File: config.mk
export PLATFORM = sky130hd
export DESIGN_NAME = sio_status_top
export DESIGN_NICKNAME = d
export VERILOG_FILES = /design/src/verilog/sio_pkg.sv /design/src/verilog/sio_tick_if.sv /design/src/verilog/sio_status_top.sv /design/src/verilog/sio_ms_timebase.sv /design/src/verilog/sio_ring_pulse.sv
export SDC_FILE = /design/constraint.sdc
export NUM_CORES = 1
export LEC_CHECK = 0
export BUFFER_PORTS_ARGS = -buffer_cell sky130_fd_sc_hd__buf_4
export CORE_AREA = 2 2 77 79
export DETAILED_ROUTE_END_ITERATION = 10
export DIE_AREA = 0 0 79 81
export PLACE_DENSITY = 0.88
export SKIP_CTS_REPAIR_TIMING = 1
export SYNTH_ARGS = -nofsm -noshare
export SYNTH_HDL_FRONTEND = slang
export SYNTH_HIERARCHICAL = 1
export SYNTH_SLANG_ARGS = --single-unit
File: constraint.sdc
create_clock -name sys_clk_i -period 2.8 [get_ports sys_clk_i]
set_input_delay 0.28 -clock sys_clk_i [delete_from_list [all_inputs] [get_ports sys_clk_i]]
set_output_delay 0.28 -clock sys_clk_i [all_outputs]
set_load 0.01 [all_outputs]
File: src/verilog/sio_pkg.sv
// package of constants and types for the status indicator outputs block
package sio_pkg;

  // ----------------------------------------------------------------
  // clock rate and time base
  // ----------------------------------------------------------------
  localparam int unsigned SIO_CLK_HZ = 100_000_000;
  localparam int unsigned SIO_MS_CYCLES = SIO_CLK_HZ / 1000;

  // ----------------------------------------------------------------
  // blink phase and ring pulse times in milliseconds
  // ----------------------------------------------------------------
  localparam int unsigned SIO_SEARCH_HI_MS = 200;
  localparam int unsigned SIO_SEARCH_LO_MS = 1800;
  localparam int unsigned SIO_IDLE_HI_MS = 234;
  localparam int unsigned SIO_IDLE_LO_MS = 266;
  localparam int unsigned SIO_DATA_HI_MS = 62;
  localparam int unsigned SIO_DATA_LO_MS = 63;
  localparam int unsigned SIO_RING_LO_MS = 120;

  // ----------------------------------------------------------------
  // ms counter width (covers the longest phase)
  // ----------------------------------------------------------------
  localparam int unsigned SIO_MSW = 11;

  // ----------------------------------------------------------------
  // network states reported by the protocol stack
  // ----------------------------------------------------------------
  typedef enum logic [2:0] {
    SIO_NET_OFF      = 3'h0,
    SIO_NET_SEARCH   = 3'h1,
    SIO_NET_IDLE     = 3'h2,
    SIO_NET_DATA     = 3'h3,
    SIO_NET_VOICE    = 3'h4,
    SIO_NET_REG_LTE  = 3'h5
  } sio_net_t;

  // ----------------------------------------------------------------
  // ring indicator modes and notice destination ports
  // ----------------------------------------------------------------
  typedef enum logic [1:0] {
    SIO_RI_PULSE = 2'h0,
    SIO_RI_HIGH  = 2'h1,
    SIO_RI_LOW   = 2'h2,
    SIO_RI_OFF   = 2'h3
  } sio_ri_mode_t;

  typedef enum logic [1:0] {
    SIO_PORT_UART  = 2'h0,
    SIO_PORT_USBAT = 2'h1,
    SIO_PORT_USBMD = 2'h2
  } sio_port_t;

  localparam sio_port_t SIO_PORT_RST = SIO_PORT_USBAT;
  localparam sio_ri_mode_t SIO_RI_RST = SIO_RI_PULSE;

endpackage : sio_pkg

File: src/verilog/sio_tick_if.sv
// interface carrying the millisecond tick between the block's modules
interface sio_tick_if;
  logic ms_tick;

  modport src (output ms_tick);
  modport dst (input ms_tick);
endinterface : sio_tick_if

File: src/verilog/sio_status_top.sv
// top of the status indicator outputs block
//
// Contract
// registration high only when registered on LTE
// searching blinks 200 ms high, 1800 low
// idle blinks 234 ms high, 266 low
// data transfer blinks 62 high, 63 low
// voice call holds activity indicator high
// operation status high after normal power-on
// ring indicator idles high by default
// each notice gives 120 ms low pulse
// any port's notice triggers the ring
// notice port selectable, USB command default
// ring behaviour reconfigurable by configuration
// state change restarts blink; notice restarts pulse
module sio_status_top
  import sio_pkg::*;
#(
  parameter int unsigned MS_CYCLES = SIO_MS_CYCLES,
  parameter int unsigned SEARCH_HI_MS = SIO_SEARCH_HI_MS,
  parameter int unsigned SEARCH_LO_MS = SIO_SEARCH_LO_MS,
  parameter int unsigned IDLE_HI_MS = SIO_IDLE_HI_MS,
  parameter int unsigned IDLE_LO_MS = SIO_IDLE_LO_MS,
  parameter int unsigned DATA_HI_MS = SIO_DATA_HI_MS,
  parameter int unsigned DATA_LO_MS = SIO_DATA_LO_MS,
  parameter int unsigned RING_MS = SIO_RING_LO_MS
) (
  // clock and reset
  input wire logic sys_clk_i,
  input wire logic rst_n_i,
  // state from the protocol stack
  input wire sio_net_t net_state_i,
  input wire logic power_on_done_i,
  // notice events, one pulse per notice, one bit per host port
  input wire logic notice_uart_i,
  input wire logic notice_usbat_i,
  input wire logic notice_usbmd_i,
  // configuration writes
  input wire logic port_sel_we_i,
  input wire sio_port_t port_sel_i,
  input wire logic ri_mode_we_i,
  input wire sio_ri_mode_t ri_mode_i,
  // indicator pins
  output logic registration_indicator_o,
  output logic activity_indicator_o,
  output logic status_o,
  output logic ring_indicator_out_o,
  // configuration readback
  output sio_port_t notice_port_o,
  output sio_ri_mode_t ri_mode_o
);

  // ----------------------------------------------------------------
  // time base
  // ----------------------------------------------------------------
  sio_tick_if tick_bus ();

  sio_ms_timebase #(
    .MS_CYCLES(MS_CYCLES)
  ) u_tb (
    .sys_clk_i(sys_clk_i),
    .rst_n_i(rst_n_i),
    .tick(tick_bus.src)
  );

  // ----------------------------------------------------------------
  // configuration registers
  // ----------------------------------------------------------------
  sio_port_t port_ff;
  sio_port_t nxt_port;
  sio_ri_mode_t mode_ff;
  sio_ri_mode_t nxt_mode;

  // the port select is only stored and read back; the ring fires for any port
  always_comb begin
    nxt_port = port_ff;
    nxt_mode = mode_ff;
    if (port_sel_we_i && port_sel_i != SIO_PORT_UART + 2'h3) begin
      nxt_port = port_sel_i;
    end
    if (ri_mode_we_i) begin
      nxt_mode = ri_mode_i;
    end
  end

  always_ff @(posedge sys_clk_i or negedge rst_n_i) begin
    if (!rst_n_i) begin
      port_ff <= SIO_PORT_RST;
      mode_ff <= SIO_RI_RST;
    end else begin
      port_ff <= nxt_port;
      mode_ff <= nxt_mode;
    end
  end

  assign notice_port_o = port_ff;
  assign ri_mode_o = mode_ff;

  // ----------------------------------------------------------------
  // activity blink pattern
  // ----------------------------------------------------------------
  logic [SIO_MSW-1:0] hi_len;
  logic [SIO_MSW-1:0] lo_len;
  logic blinking;

  // phase lengths for the current network state
  always_comb begin
    blinking = 1'b1;
    hi_len = SIO_MSW'(SEARCH_HI_MS);
    lo_len = SIO_MSW'(SEARCH_LO_MS);
    case (net_state_i)
      SIO_NET_SEARCH: begin
        hi_len = SIO_MSW'(SEARCH_HI_MS);
        lo_len = SIO_MSW'(SEARCH_LO_MS);
      end
      SIO_NET_IDLE, SIO_NET_REG_LTE: begin
        hi_len = SIO_MSW'(IDLE_HI_MS);
        lo_len = SIO_MSW'(IDLE_LO_MS);
      end
      SIO_NET_DATA: begin
        hi_len = SIO_MSW'(DATA_HI_MS);
        lo_len = SIO_MSW'(DATA_LO_MS);
      end
      default: blinking = 1'b0;
    endcase
  end

  sio_net_t last_ff;
  logic [SIO_MSW-1:0] ph_ms_ff;
  logic [SIO_MSW-1:0] nxt_ph_ms;
  logic phase_hi_ff;
  logic nxt_phase_hi;
  logic act_ff;
  logic nxt_act;

  // blink counter: restarts in the high phase when the state changes
  always_comb begin
    nxt_ph_ms = ph_ms_ff;
    nxt_phase_hi = phase_hi_ff;
    if (net_state_i != last_ff) begin
      nxt_ph_ms = '0;
      nxt_phase_hi = 1'b1;
    end else if (tick_bus.ms_tick) begin
      if (ph_ms_ff >= (phase_hi_ff ? hi_len : lo_len) - SIO_MSW'(1)) begin
        nxt_ph_ms = '0;
        nxt_phase_hi = ~phase_hi_ff;
      end else begin
        nxt_ph_ms = ph_ms_ff + SIO_MSW'(1);
      end
    end
    if (net_state_i == SIO_NET_VOICE) begin
      nxt_act = 1'b1;
    end else if (blinking) begin
      nxt_act = nxt_phase_hi;
    end else begin
      nxt_act = 1'b0;
    end
  end

  always_ff @(posedge sys_clk_i or negedge rst_n_i) begin
    if (!rst_n_i) begin
      last_ff <= SIO_NET_OFF;
      ph_ms_ff <= '0;
      phase_hi_ff <= 1'b1;
      act_ff <= 1'b0;
    end else begin
      last_ff <= net_state_i;
      ph_ms_ff <= nxt_ph_ms;
      phase_hi_ff <= nxt_phase_hi;
      act_ff <= nxt_act;
    end
  end

  assign activity_indicator_o = act_ff;

  // ----------------------------------------------------------------
  // registration and operation status levels
  // ----------------------------------------------------------------
  logic reg_ff;
  logic nxt_reg;
  logic stat_ff;
  logic nxt_stat;

  always_comb begin
    nxt_reg = (net_state_i == SIO_NET_REG_LTE);
    nxt_stat = power_on_done_i;
  end

  always_ff @(posedge sys_clk_i or negedge rst_n_i) begin
    if (!rst_n_i) begin
      reg_ff <= 1'b0;
      stat_ff <= 1'b0;
    end else begin
      reg_ff <= nxt_reg;
      stat_ff <= nxt_stat;
    end
  end

  assign registration_indicator_o = reg_ff;
  assign status_o = stat_ff;

  // ----------------------------------------------------------------
  // ring indicator
  // ----------------------------------------------------------------
  logic any_notice;

  assign any_notice = notice_uart_i | notice_usbat_i | notice_usbmd_i;

  sio_ring_pulse #(
    .RING_MS(RING_MS)
  ) u_ring (
    .sys_clk_i(sys_clk_i),
    .rst_n_i(rst_n_i),
    .tick(tick_bus.dst),
    .notice_i(any_notice),
    .mode_i(mode_ff),
    .ring_indicator_out_o(ring_indicator_out_o)
  );

endmodule : sio_status_top

File: src/verilog/sio_ms_timebase.sv
// millisecond tick generator
module sio_ms_timebase
  import sio_pkg::*;
#(
  parameter int unsigned MS_CYCLES = SIO_MS_CYCLES
) (
  // clock and reset
  input wire logic sys_clk_i,
  input wire logic rst_n_i,
  // tick out
  sio_tick_if.src tick
);

  logic [31:0] cnt_ff;
  logic [31:0] nxt_cnt;
  logic tick_ff;
  logic nxt_tick;

  // count cycles and pulse once per millisecond
  always_comb begin
    nxt_tick = 1'b0;
    nxt_cnt = cnt_ff + 32'h1;
    if (cnt_ff >= 32'(MS_CYCLES - 1)) begin
      nxt_cnt = 32'h0;
      nxt_tick = 1'b1;
    end
  end

  always_ff @(posedge sys_clk_i or negedge rst_n_i) begin
    if (!rst_n_i) begin
      cnt_ff <= 32'h0;
      tick_ff <= 1'b0;
    end else begin
      cnt_ff <= nxt_cnt;
      tick_ff <= nxt_tick;
    end
  end

  assign tick.ms_tick = tick_ff;

endmodule : sio_ms_timebase

File: src/verilog/sio_ring_pulse.sv
// ring indicator pulse generator
module sio_ring_pulse
  import sio_pkg::*;
#(
  parameter int unsigned RING_MS = SIO_RING_LO_MS
) (
  // clock and reset
  input wire logic sys_clk_i,
  input wire logic rst_n_i,
  // time base
  sio_tick_if.dst tick,
  // control
  input wire logic notice_i,
  input wire sio_ri_mode_t mode_i,
  // pin
  output logic ring_indicator_out_o
);

  logic [SIO_MSW-1:0] ms_ff;
  logic [SIO_MSW-1:0] nxt_ms;
  logic busy_ff;
  logic nxt_busy;
  logic ri_ff;
  logic nxt_ri;

  // a fresh notice restarts the low interval; the interval counts whole ms ticks
  always_comb begin
    nxt_ms = ms_ff;
    nxt_busy = busy_ff;
    if (notice_i && mode_i == SIO_RI_PULSE) begin
      nxt_busy = 1'b1;
      nxt_ms = '0;
    end else if (busy_ff && tick.ms_tick) begin
      if (ms_ff >= SIO_MSW'(RING_MS - 1)) begin
        nxt_busy = 1'b0;
        nxt_ms = '0;
      end else begin
        nxt_ms = ms_ff + SIO_MSW'(1);
      end
    end
    if (mode_i != SIO_RI_PULSE) begin
      nxt_busy = 1'b0;
    end
    case (mode_i)
      SIO_RI_PULSE: nxt_ri = ~nxt_busy;
      SIO_RI_HIGH: nxt_ri = 1'b1;
      SIO_RI_LOW: nxt_ri = 1'b0;
      default: nxt_ri = 1'b1;
    endcase
  end

  always_ff @(posedge sys_clk_i or negedge rst_n_i) begin
    if (!rst_n_i) begin
      ms_ff <= '0;
      busy_ff <= 1'b0;
      ri_ff <= 1'b1;
    end else begin
      ms_ff <= nxt_ms;
      busy_ff <= nxt_busy;
      ri_ff <= nxt_ri;
    end
  end

  assign ring_indicator_out_o = ri_ff;

endmodule : sio_ring_pulse

---- Yosys cells after proc, flatten, opt, wreduce, memory -nomap -nowiden ----
Cells that the tools add are included.
storage, ports and cells
  flip-flop bits (word level) ............. 68
  latch bits .............................. 0
  memory bits (writable) .................. 0
  ROM bits ................................ 0
  bits of input ports ..................... 15
  memories ................................ 0
operators by class
  add/subtract/negate cells ............... 4
  multiply operators ...................... 0
  div/mod/pow operators ................... 0
  $lt $le $gt $ge ......................... 3
  equal/unequal tests ..................... 8
  shift-type cells ........................ 0
  mux-type cells .......................... 22
  bitwise logic cells ..................... 4
  reduce and logical (&&, ||, !) cells .... 9
operators by type and width
  operator                                                                 count
  11-bit 2-to-1 mux                                                        7
  32-bit by 1-bit adder with 32-bit output, second input constant          1
  32-bit by 17-bit >= comparator with 1-bit output, second input constant  1
  32-bit 2-to-1 mux                                                        1
  11-bit by 1-bit adder with 11-bit output, second input constant          2
  11-bit case mux with 2 select lines                                      1
  8-bit case mux with 2 select lines                                       1
  11-bit >= comparator                                                     1
  11-bit by 7-bit >= comparator with 1-bit output, second input constant   1
  1-bit 2-to-1 mux                                                         11
  11-bit by 1-bit subtractor with 11-bit output, second input constant     1
  3-bit by 2-bit equality test with 1-bit output, second input constant    2
  3-bit equality test, second input constant                               2
  2-bit nonzero test                                                       3
  4-bit OR reduction                                                       1
  3-bit by 1-bit equality test with 1-bit output, second input constant    1
  1-bit logical AND                                                        3
  3-bit != test                                                            1
  2-bit equality test, second input constant                               1
  2-bit zero test                                                          1
  2-bit != test, second input constant                                     1
  1-bit NOT                                                                2
  1-bit bitwise OR                                                         2
  1-bit case mux with 2 select lines                                       1
  2-bit OR reduction                                                       1

---- Logic depth before layout (Yosys ltp) ----
Gate-level depths: netlist (run 1).
  depth after elaboration ................. 11
  depth in mapped cells ................... 12

---- Cells and area by module ----
The synthesis (run 1) kept the hierarchy.
by module, submodules not included
  module           instances  cells each  area each (um2)  sequential area each (um2)
  sio_ms_timebase  1          114         1312.5           825.8
  sio_status_top   1          132         1290.0           553.0
  sio_ring_pulse   1          56          606.8            326.6

---- Worst setup path after synthesis (run 1) ----
OpenSTA, ideal clock, no wires.
  path type ............................... input -> register
  start point ............................. in net_state_i[1]
  end point ............................... reg act_ff (netlist: activity_indicator_o)
  data arrival time ....................... 2.142 ns
  data required time ...................... 2.677 ns
  setup slack ............................. 0.536 ns
  cell stages on the path ................. 10
  path through ............................ nor2b_1 nand2_1 or2_2 ha_1 nor2b_1 o21ai_0 a21oi_1 a21oi_1 mux2_2 o2bb2ai_1
between the ends
  word-level cells in the longest chain between the ends .. 11
  elaborated cells on any way between the ends .. 19
  classes of those cells .................. add/sub (1); order compare (1); eq/ne (6); mux (9); reduce/logical (2)
RTL lines
  what                                                                                       RTL line               text
  start, declared                                                                            sio_status_top.sv:32   input wire sio_net_t net_state_i,
  3-bit equality test or 3-bit by 2-bit equality test with 1-bit output (tied branches)      sio_status_top.sv:111  case (net_state_i)
  2-bit OR reduction                                                                         sio_status_top.sv:111
  11-bit case mux with 2 select lines or 8-bit case mux with 2 select lines (tied branches)  sio_status_top.sv:111
  11-bit 2-to-1 mux                                                                          sio_status_top.sv:144  if (ph_ms_ff >= (phase_hi_ff ? hi_len : lo_len) - SIO_MSW'(1)) begin
  11-bit by 1-bit subtractor with 11-bit output                                              sio_status_top.sv:144
  11-bit >= comparator                                                                       sio_status_top.sv:144
  1-bit 2-to-1 mux                                                                           sio_status_top.sv:144
  1-bit 2-to-1 mux                                                                           sio_status_top.sv:143  end else if (tick_bus.ms_tick) begin
  1-bit 2-to-1 mux *                                                                         sio_status_top.sv:140  if (net_state_i != last_ff) begin
  via nxt_phase_hi                                                                           sio_status_top.sv:132  logic nxt_phase_hi;
  1-bit 2-to-1 mux *                                                                         sio_status_top.sv:153  end else if (blinking) begin
  1-bit 2-to-1 mux *                                                                         sio_status_top.sv:151  if (net_state_i == SIO_NET_VOICE) begin
  via nxt_act                                                                                sio_status_top.sv:134  logic nxt_act;
  end signal, assigned                                                                       sio_status_top.sv:170  act_ff <= nxt_act;
  end, declared                                                                              sio_status_top.sv:133  logic act_ff;
Mark *: on every way through the listed nets, which the timed path passes. The rest lies on a longest branch.
A chain may end at the register's enable or synchronous reset.

---- Worst setup path in the final report (run 1) ----
  start point ............................. reg phase_hi_ff
  end point ............................... reg act_ff (netlist: activity_indicator_o)
between the ends
  word-level cells in the longest chain between the ends .. 8
  elaborated cells on any way between the ends .. 9
  classes of those cells .................. add/sub (1); order compare (1); mux (6); bitwise (1)
RTL lines
  what                                           RTL line               text
  start, declared                                sio_status_top.sv:131  logic phase_hi_ff;
  start signal, assigned                         sio_status_top.sv:169  phase_hi_ff <= nxt_phase_hi;
  11-bit 2-to-1 mux                              sio_status_top.sv:144
  11-bit by 1-bit subtractor with 11-bit output  sio_status_top.sv:144
  11-bit >= comparator                           sio_status_top.sv:144
  1-bit 2-to-1 mux                               sio_status_top.sv:144
  1-bit 2-to-1 mux *                             sio_status_top.sv:143
  1-bit 2-to-1 mux *                             sio_status_top.sv:140
  via nxt_phase_hi                               sio_status_top.sv:132
  1-bit 2-to-1 mux *                             sio_status_top.sv:153
  1-bit 2-to-1 mux *                             sio_status_top.sv:151
  via nxt_act                                    sio_status_top.sv:134
Marks and branches as above.

==> results of run 1 <==
## per-layer routing
| metal | global-route usage [%] | part of all wire (%) | vias up |
|---|---|---|---|
| li1 | - | - | 1118 |
| met1 | 24.2 | 43 | 1123 |
| met2 | 35.1 | 51 | 40 |
| met3 | 7.44 | 3.6 | 18 |
| met4 | 10.2 | 2.1 | 0 |
| met5 | 0 | 0 | - |
## worst max-delay path: cells and delay by family, from the launching register on
family | cells | cell delay (ps)
AND/OR/NAND/NOR | 3 | 670
AO/OA/AOI/OAI | 3 | 510
flip-flops | 1 | 400
multiplexers | 1 | 390
adder cells (fa/ha/maj) | 1 | 340
## power breakdown
group | switching (W) | total (W) | internal [W]
Sequential | 0.0000299 | 0.00105 | 0.00102
Clock | 0.000355 | 0.000812 | 0.000457
Combinational | 0.0000838 | 0.000148 | 0.0000637
Total | 0.000469 | 0.00201 | 0.00154
## worst paths after layout
check                                       from                   end
worst max-delay path                 phase_hi_ff  activity_indicator_o
worst min register to register  notice_port_o[0]      notice_port_o[0]
min in group sys_clk_i           power_on_done_i              status_o
worst min-delay path                     rst_n_i      notice_port_o[1]
worst max register to register       phase_hi_ff  activity_indicator_o
max in group asynchronous                rst_n_i  activity_indicator_o
## placed cells by master, fill, tap and decap left out, types with 5 or more instances in the layout
master | synthesis | routed
and3_1 | 5 | 5
nor3_1 | 5 | 5
nor2b_1 | 5 | 5
nand3_1 | 9 | 9
inv_1 | 9 | 9
o21ai_0 | 10 | 10
xor2_1 | 11 | 11
nand2b_1 | 5 | 5
nand2_1 | 20 | 20
buf_4 | 0 | 22
ha_1 | 14 | 14
nor4_1 | 9 | 9
xnor2_1 | 19 | 19
nor2_1 | 43 | 43
dfrtp_1 | 65 | 65
conb_1 | 1 | 15
clkbuf_8 | 0 | 11
a21oi_1 | 10 | 10
nand4_1 | 15 | 15
## flip-flops by register name, summed over array words and instances (netlist names)
signal and count:
u_ring/busy_ff 1, u_ring/ms_ff 11, notice_port_o 2, u_tb/cnt_ff 32, registration_indicator_o 1, ri_mode_o 2, activity_indicator_o 1, u_tb/tick.ms_tick 1
ph_ms_ff 11, status_o 1, last_ff 3, u_ring/ring_indicator_out_o 1, phase_hi_ff 1
## per-stage QoR
stage / hold WS [ps] / total power [W] / utilization [%] / cell area, µm²
floorplan: -15.6 / 0.00114 / - / 3260
global placement: 390 / 0.00121 / 61.2 / 3470
detailed placement: 391 / 0.00122 / 61.2 / 3470
CTS: 22.1 / 0.00204 / 64.7 / 3670
global route: 19.4 / 0.00211 / 64.7 / 3670
finish: 32.2 / 0.00201 / 64.7 / 3670
## layout make-up
| cell class | count | area (µm²) | share of cell area (%) |
|---|---|---|---|
| Clock inverter | 4 | 47.5 | 1.29 |
| Multi-Input combinational cell | 233 | 1470 | 40.1 |
| Timing Repair Buffer | 22 | 165 | 4.50 |
| Clock buffer | 12 | 155 | 4.22 |
| Tap cell | 75 | 93.8 | 2.55 |
| Inverter | 9 | 33.8 | 0.920 |
| Sequential cell | 68 | 1710 | 46.4 |
## logic make-up (layout without fill, tap and decap cells)
logic type | count (synthesis) | after routing | share of synthesized area (%)
other | 1 | 15 | 0.117
adders and majority gates | 14 | 14 | 5.46
and+or+nand+nor | 137 | 137 | 22.6
AOI/OAI and AO/OA | 33 | 33 | 6.51
xor gates and xnor gates | 30 | 30 | 8.19
buffers and inverters | 15 | 47 | 2.61
DFF | 68 | 68 | 53.1
muxes | 4 | 4 | 1.36
==> impl_metrics.ini, run 1 <==
[logic_synthesis]
synthArstFlopShare_pct = 100
ys_types = 49
yosysWarningCount = 6
synth_commonest_cells = 65 x dfrtp_1, 43 x nor2_1, 20 x nand2_1
synth_ff_type = dfrtp_1
ys_ff_latch = 68
synth_area_um2 = 3210
synth-edff-count = 0
synth_top_area_share_pct = 50.7
syn-instance-count = 302
synthTopCellsByArea = dfrtp_1 51%, ha_1 5.5%, xnor2_1 5.2%
synth_top_area_cell = dfrtp_1
synth.avg_cell_area_um2 = 10.6
ys_seq_area_share_pct = 53.1
synth_most_common_cell = dfrtp_1

[clocking]
clkLatencyLatePin_ps = 340
cts-root-buf = clkbuf_8
cts-htree-levels = 3
cts_tree = yes
clk_pin_slew_ps = 70
cts.path.max_buffers = 2
cts.sinks = 68
cts_made_buffers = 9

[die]
die-area_um2 = 6400
start_util_pct = 56.5
ios = 23
die_x_um = 79
std_cell_rows = 28
core_um2 = 5680
fp.dieH_um = 81

[worst_setup_path]
cp_common_cell = a21oi_1
cp_max_fo = 8
critPathKind = reg2reg
start_kind = flop
r2r_slack_ps = 370
arrival_ps = 2650
r2r_cells = 8
critPathSlowestCell = or3_1
path_cells = or3_1 -> ha_1 -> nand4_1 -> nor2_1 -> a21oi_1 -> a21oi_1 -> mux2_2 -> o2bb2ai_1
crit_path_end_kind = flop
slowest_delay_ps = 410
required_ps = 3020

[global_routing]
grt_pass1_wl_um = 10300
first_global_vias = 2392
antenna_found_initial = 0
grt.overflow.total = 0
grt_use_total_pct = 21.0
grt_max_degree = 69

[power]
leakage_nw = 1.60
power.density_nw_per_um2 = 548
vdd_drop_max_uv = 494

[outcome]
outcome = completed

[detailed_routing]
drc = 0
drt-vias-per-instance = 5.43
drtPass1Iterations = 6
wl_per_cell_um = 13.6
drt_iter0_markers = 139
vias = 2299
wirelength_um = 5740
antenna_left = 0

[place]
post-place-cells = 407
port_buffers = 22
gp_congestion = 0.853
hpwlAfterDp_um = 4080
pre_cts_ws_ps = 162

[sta]
timing.fmax_mhz = 411
tightest_slew_ps = 822
relSlewSlack_pct = 45.2
setup_violations = 0
finClkSkew_ps = 6.92
slew_viol_final = 0
hold_violations = 0
fin_crit_sh_pct = 86.8
rsz0062_at_grt = no
fin_crit_ps = 2430
setup_ws_ps = 369
tns_ps = 0

[finish]
final_nets = 372
fillers = 444
num_antenna_cells = 0
syn_to_final_growth_pct = 14.5
fin_cells = 423
drive_above_1_share_pct = 15.5

[flow_run]
drv_cap = 0

[hold_path]
hold_path.class = in2async
No activity file was read; power rests on OpenSTA's default activity.
==> run 2, diff against run 1 <==
--- a/config.mk
+++ b/config.mk
@@ -5,11 +5,13 @@
 export SDC_FILE = /design/constraint.sdc
 export NUM_CORES = 1
 export LEC_CHECK = 0
+export ABC_AREA = 1
 export BUFFER_PORTS_ARGS = -buffer_cell sky130_fd_sc_hd__buf_4
-export CORE_AREA = 2 2 77 79
+export CORE_AREA = 2 2 80 82
 export DETAILED_ROUTE_END_ITERATION = 10
-export DIE_AREA = 0 0 79 81
+export DIE_AREA = 0 0 82 84
 export PLACE_DENSITY = 0.88
+export RECOVER_POWER = 100
 export SKIP_CTS_REPAIR_TIMING = 1
 export SYNTH_ARGS = -nofsm -noshare
 export SYNTH_HDL_FRONTEND = slang
==> run 2 against run 1 <==
Against the previous run: critical endpoint is now ph_ms_ff[2]; first-iteration DRC count grew 64%; flip-flop and latch count is the same; highest routed layer unchanged; worst hold slack gained 40 ps; via count grew 19%; maximum frequency grew 11%; design area grew 5.6%; routed wire length grew 11%; clock skew grew 3.7 ps; the flow now finishes with violations (capacitance limit, slew limit).
==> impl_metrics.ini, run 2 <==
[global_routing]
grt_use_total_pct = 21.8
grt_pass1_wl_um = 11700
first_global_vias = 2825
grt.overflow.total = 0
antenna_found_initial = 0
grt_max_degree = 69

[clocking]
cts.sinks = 68
cts_tree = yes
cts_made_buffers = 9
cts-htree-levels = 3
cts.path.max_buffers = 2
clkLatencyLatePin_ps = 340
clk_pin_slew_ps = 70
cts-root-buf = clkbuf_8

[sta]
rsz0062_at_grt = no
finClkSkew_ps = 10.7
tns_ps = 0
setup_violations = 0
slew_viol_final = 69
relSlewSlack_pct = -6.80
fin_crit_sh_pct = 78.3
hold_violations = 0
fin_crit_ps = 2190
tightest_slew_ps = 1600
timing.fmax_mhz = 456
worst_hold_slack_ps = 72.0

[logic_synthesis]
synth_top_area_cell = dfrtp_1
synth_commonest_cells = 94 x nand2_1, 71 x nor2_1, 65 x dfrtp_1
yosysWarningCount = 6
synth_ff_type = dfrtp_1
synth_top_area_share_pct = 46.5
synth_most_common_cell = nand2_1
synth.avg_cell_area_um2 = 8.45
synthTopCellsByArea = dfrtp_1 47%, nand2_1 10%, nor2_1 7.6%
synth-edff-count = 0
synth_area_um2 = 3500
synthArstFlopShare_pct = 100
ys_seq_area_share_pct = 48.8
syn-instance-count = 414
ys_ff_latch = 68
ys_types = 34

[worst_setup_path]
r2r_cells = 15
r2r_start = phase_hi_ff
cp_max_fo = 6
timing.rr.end = ph_ms_ff[2]
arrival_ps = 2440
required_ps = 3050
start_kind = primary input
r2r_slack_ps = 710
crit_path_end_kind = flop
critPathKind = in2reg

[power]
vdd_drop_max_uv = 353
power.density_nw_per_um2 = 511
leakage_nw = 1.83
power_w = 0.00198

[die]
std_cell_rows = 29
die_x_um = 82
core_um2 = 6100
ios = 23
fp.dieH_um = 84
die-area_um2 = 6890
start_util_pct = 57.4

[finish]
reg_top3 = u_tb/cnt_ff: 32 flops, ph_ms_ff: 11 flops, u_ring/ms_ff: 11 flops
syn_to_final_growth_pct = 10.9
layout_commonest_cell = nand2_1
fin_cells = 540
seq_area_um2 = 1710
largest_reg_flops = 32
layout_common_cells = 98 x nand2_1, 71 x nor2_1, 65 x dfrtp_1
multi_input_area_um2 = 1590
fillers = 526
final_nets = 487
top_register = u_tb/cnt_ff
num_antenna_cells = 0
drive_above_1_share_pct = 12.3

[hold_path]
hold_path.class = in2reg
holdPathEnd = status_o
min_path_cells = 1
hold_start = power_on_done_i

[detailed_routing]
drt_iter0_markers = 228
drc = 0
vias = 2742
wirelength_um = 6360
antenna_left = 0
wl_per_cell_um = 11.8
drtPass1Iterations = 5
drt-vias-per-instance = 5.08

[flow_run]
drv_cap = 1

[outcome]
outcome = complete, but fails checks
violations = capacitance limit, slew limit

[place]
post-place-cells = 524
hpwlAfterDp_um = 4690
gp_congestion = 0.846
port_buffers = 22
-- run 2: cell count changes after synthesis, sizes merged, moves of 11 or more --
cell,before,now
nor4,11,0
xnor2,19,3
nand2,20,103
nor2,44,81
inv,9,50
nand3,9,24
-- run 2: metrics by stage --
stage               cell area, µm²  util [%]  setup slack [ps]
finish                        3880      63.6               608
global route                  3880      63.6               253
CTS                           3960      64.9               727
detailed placement            3780      62.0               382
global placement              3780      62.0               479
floorplan                     3550         -               866
-- run 2: final cells by class --
class                   instances  share of cell area [%]
repair buffers                 22                    3.13
inverters                      50                    4.90
well taps                      77                    2.48
clock buffers                  11                    3.65
clock inverters                 5                   0.936
flip-flops and latches         68                    44.0
multi-input cells             307                    40.9
-- run 2: kinds of logic (layout without fill, tap and decap cells) --
| family | after synthesis | count (layout) | synth area share (%) |
|---|---|---|---|
| and+or+nand+nor | 232 | 232 | 30.5 |
| DFF | 68 | 68 | 48.8 |
| buffers and inverters | 53 | 88 | 6.40 |
| AOI/OAI and AO/OA | 27 | 27 | 4.29 |
| xor gates and xnor gates | 17 | 17 | 4.26 |
| adders and majority gates | 14 | 14 | 5.01 |
| muxes | 2 | 2 | 0.644 |
| other | 1 | 15 | 0.107 |
-- run 2: how the worst max path moves through the flow --
stage / to / cells after the start / slack [ps] / startpoint
3_5_place_dp: ph_ms_ff[2] / 18 / 380 / net_state_i[0]
5_1_grt: ph_ms_ff[3] / 18 / 250 / net_state_i[0]
2_1_floorplan: ph_ms_ff[2] / 17 / 870 / net_state_i[0]
3_3_place_gp: ph_ms_ff[2] / 18 / 480 / net_state_i[0]
4_1_cts: ph_ms_ff[2] / 18 / 730 / net_state_i[0]
6_report: ph_ms_ff[2] / 18 / 610 / net_state_i[0]
-- run 2: metal layers --
| layer | up-vias | track usage, % | part of all wire [%] |
|---|---|---|---|
| met5 | - | 0 | 0 |
| met4 | 0 | 10.0 | 1.9 |
| met3 | 13 | 5.19 | 4.2 |
| met2 | 74 | 36.5 | 52 |
| met1 | 1278 | 26.1 | 42 |
| li1 | 1377 | - | - |
-- run 2: critical path, stage by stage --
cell,delay [ps]
clkbuf_1,180
inv_1,80
nor3_1,270
o21bai_1,250
nor2_1,130
nand2_1,120
ha_1,250
nand2_1,90
inv_1,50
nand2_1,70
nor2_1,50
nand2_1,70
nand2_1,60
nor2_1,90
nand2_1,90
nand2_4,90
inv_2,60
nor3_1,160
-- run 2: report_power, final --
| part | total (W) | leakage, nW | internal (W) | switching [W] |
|---|---|---|---|---|
| clock network | 0.000710 | 0.0820 | 0.000347 | 0.000364 |
| registers | 0.00108 | 0.876 | 0.00104 | 0.0000414 |
| logic | 0.000192 | 0.873 | 0.0000730 | 0.000119 |
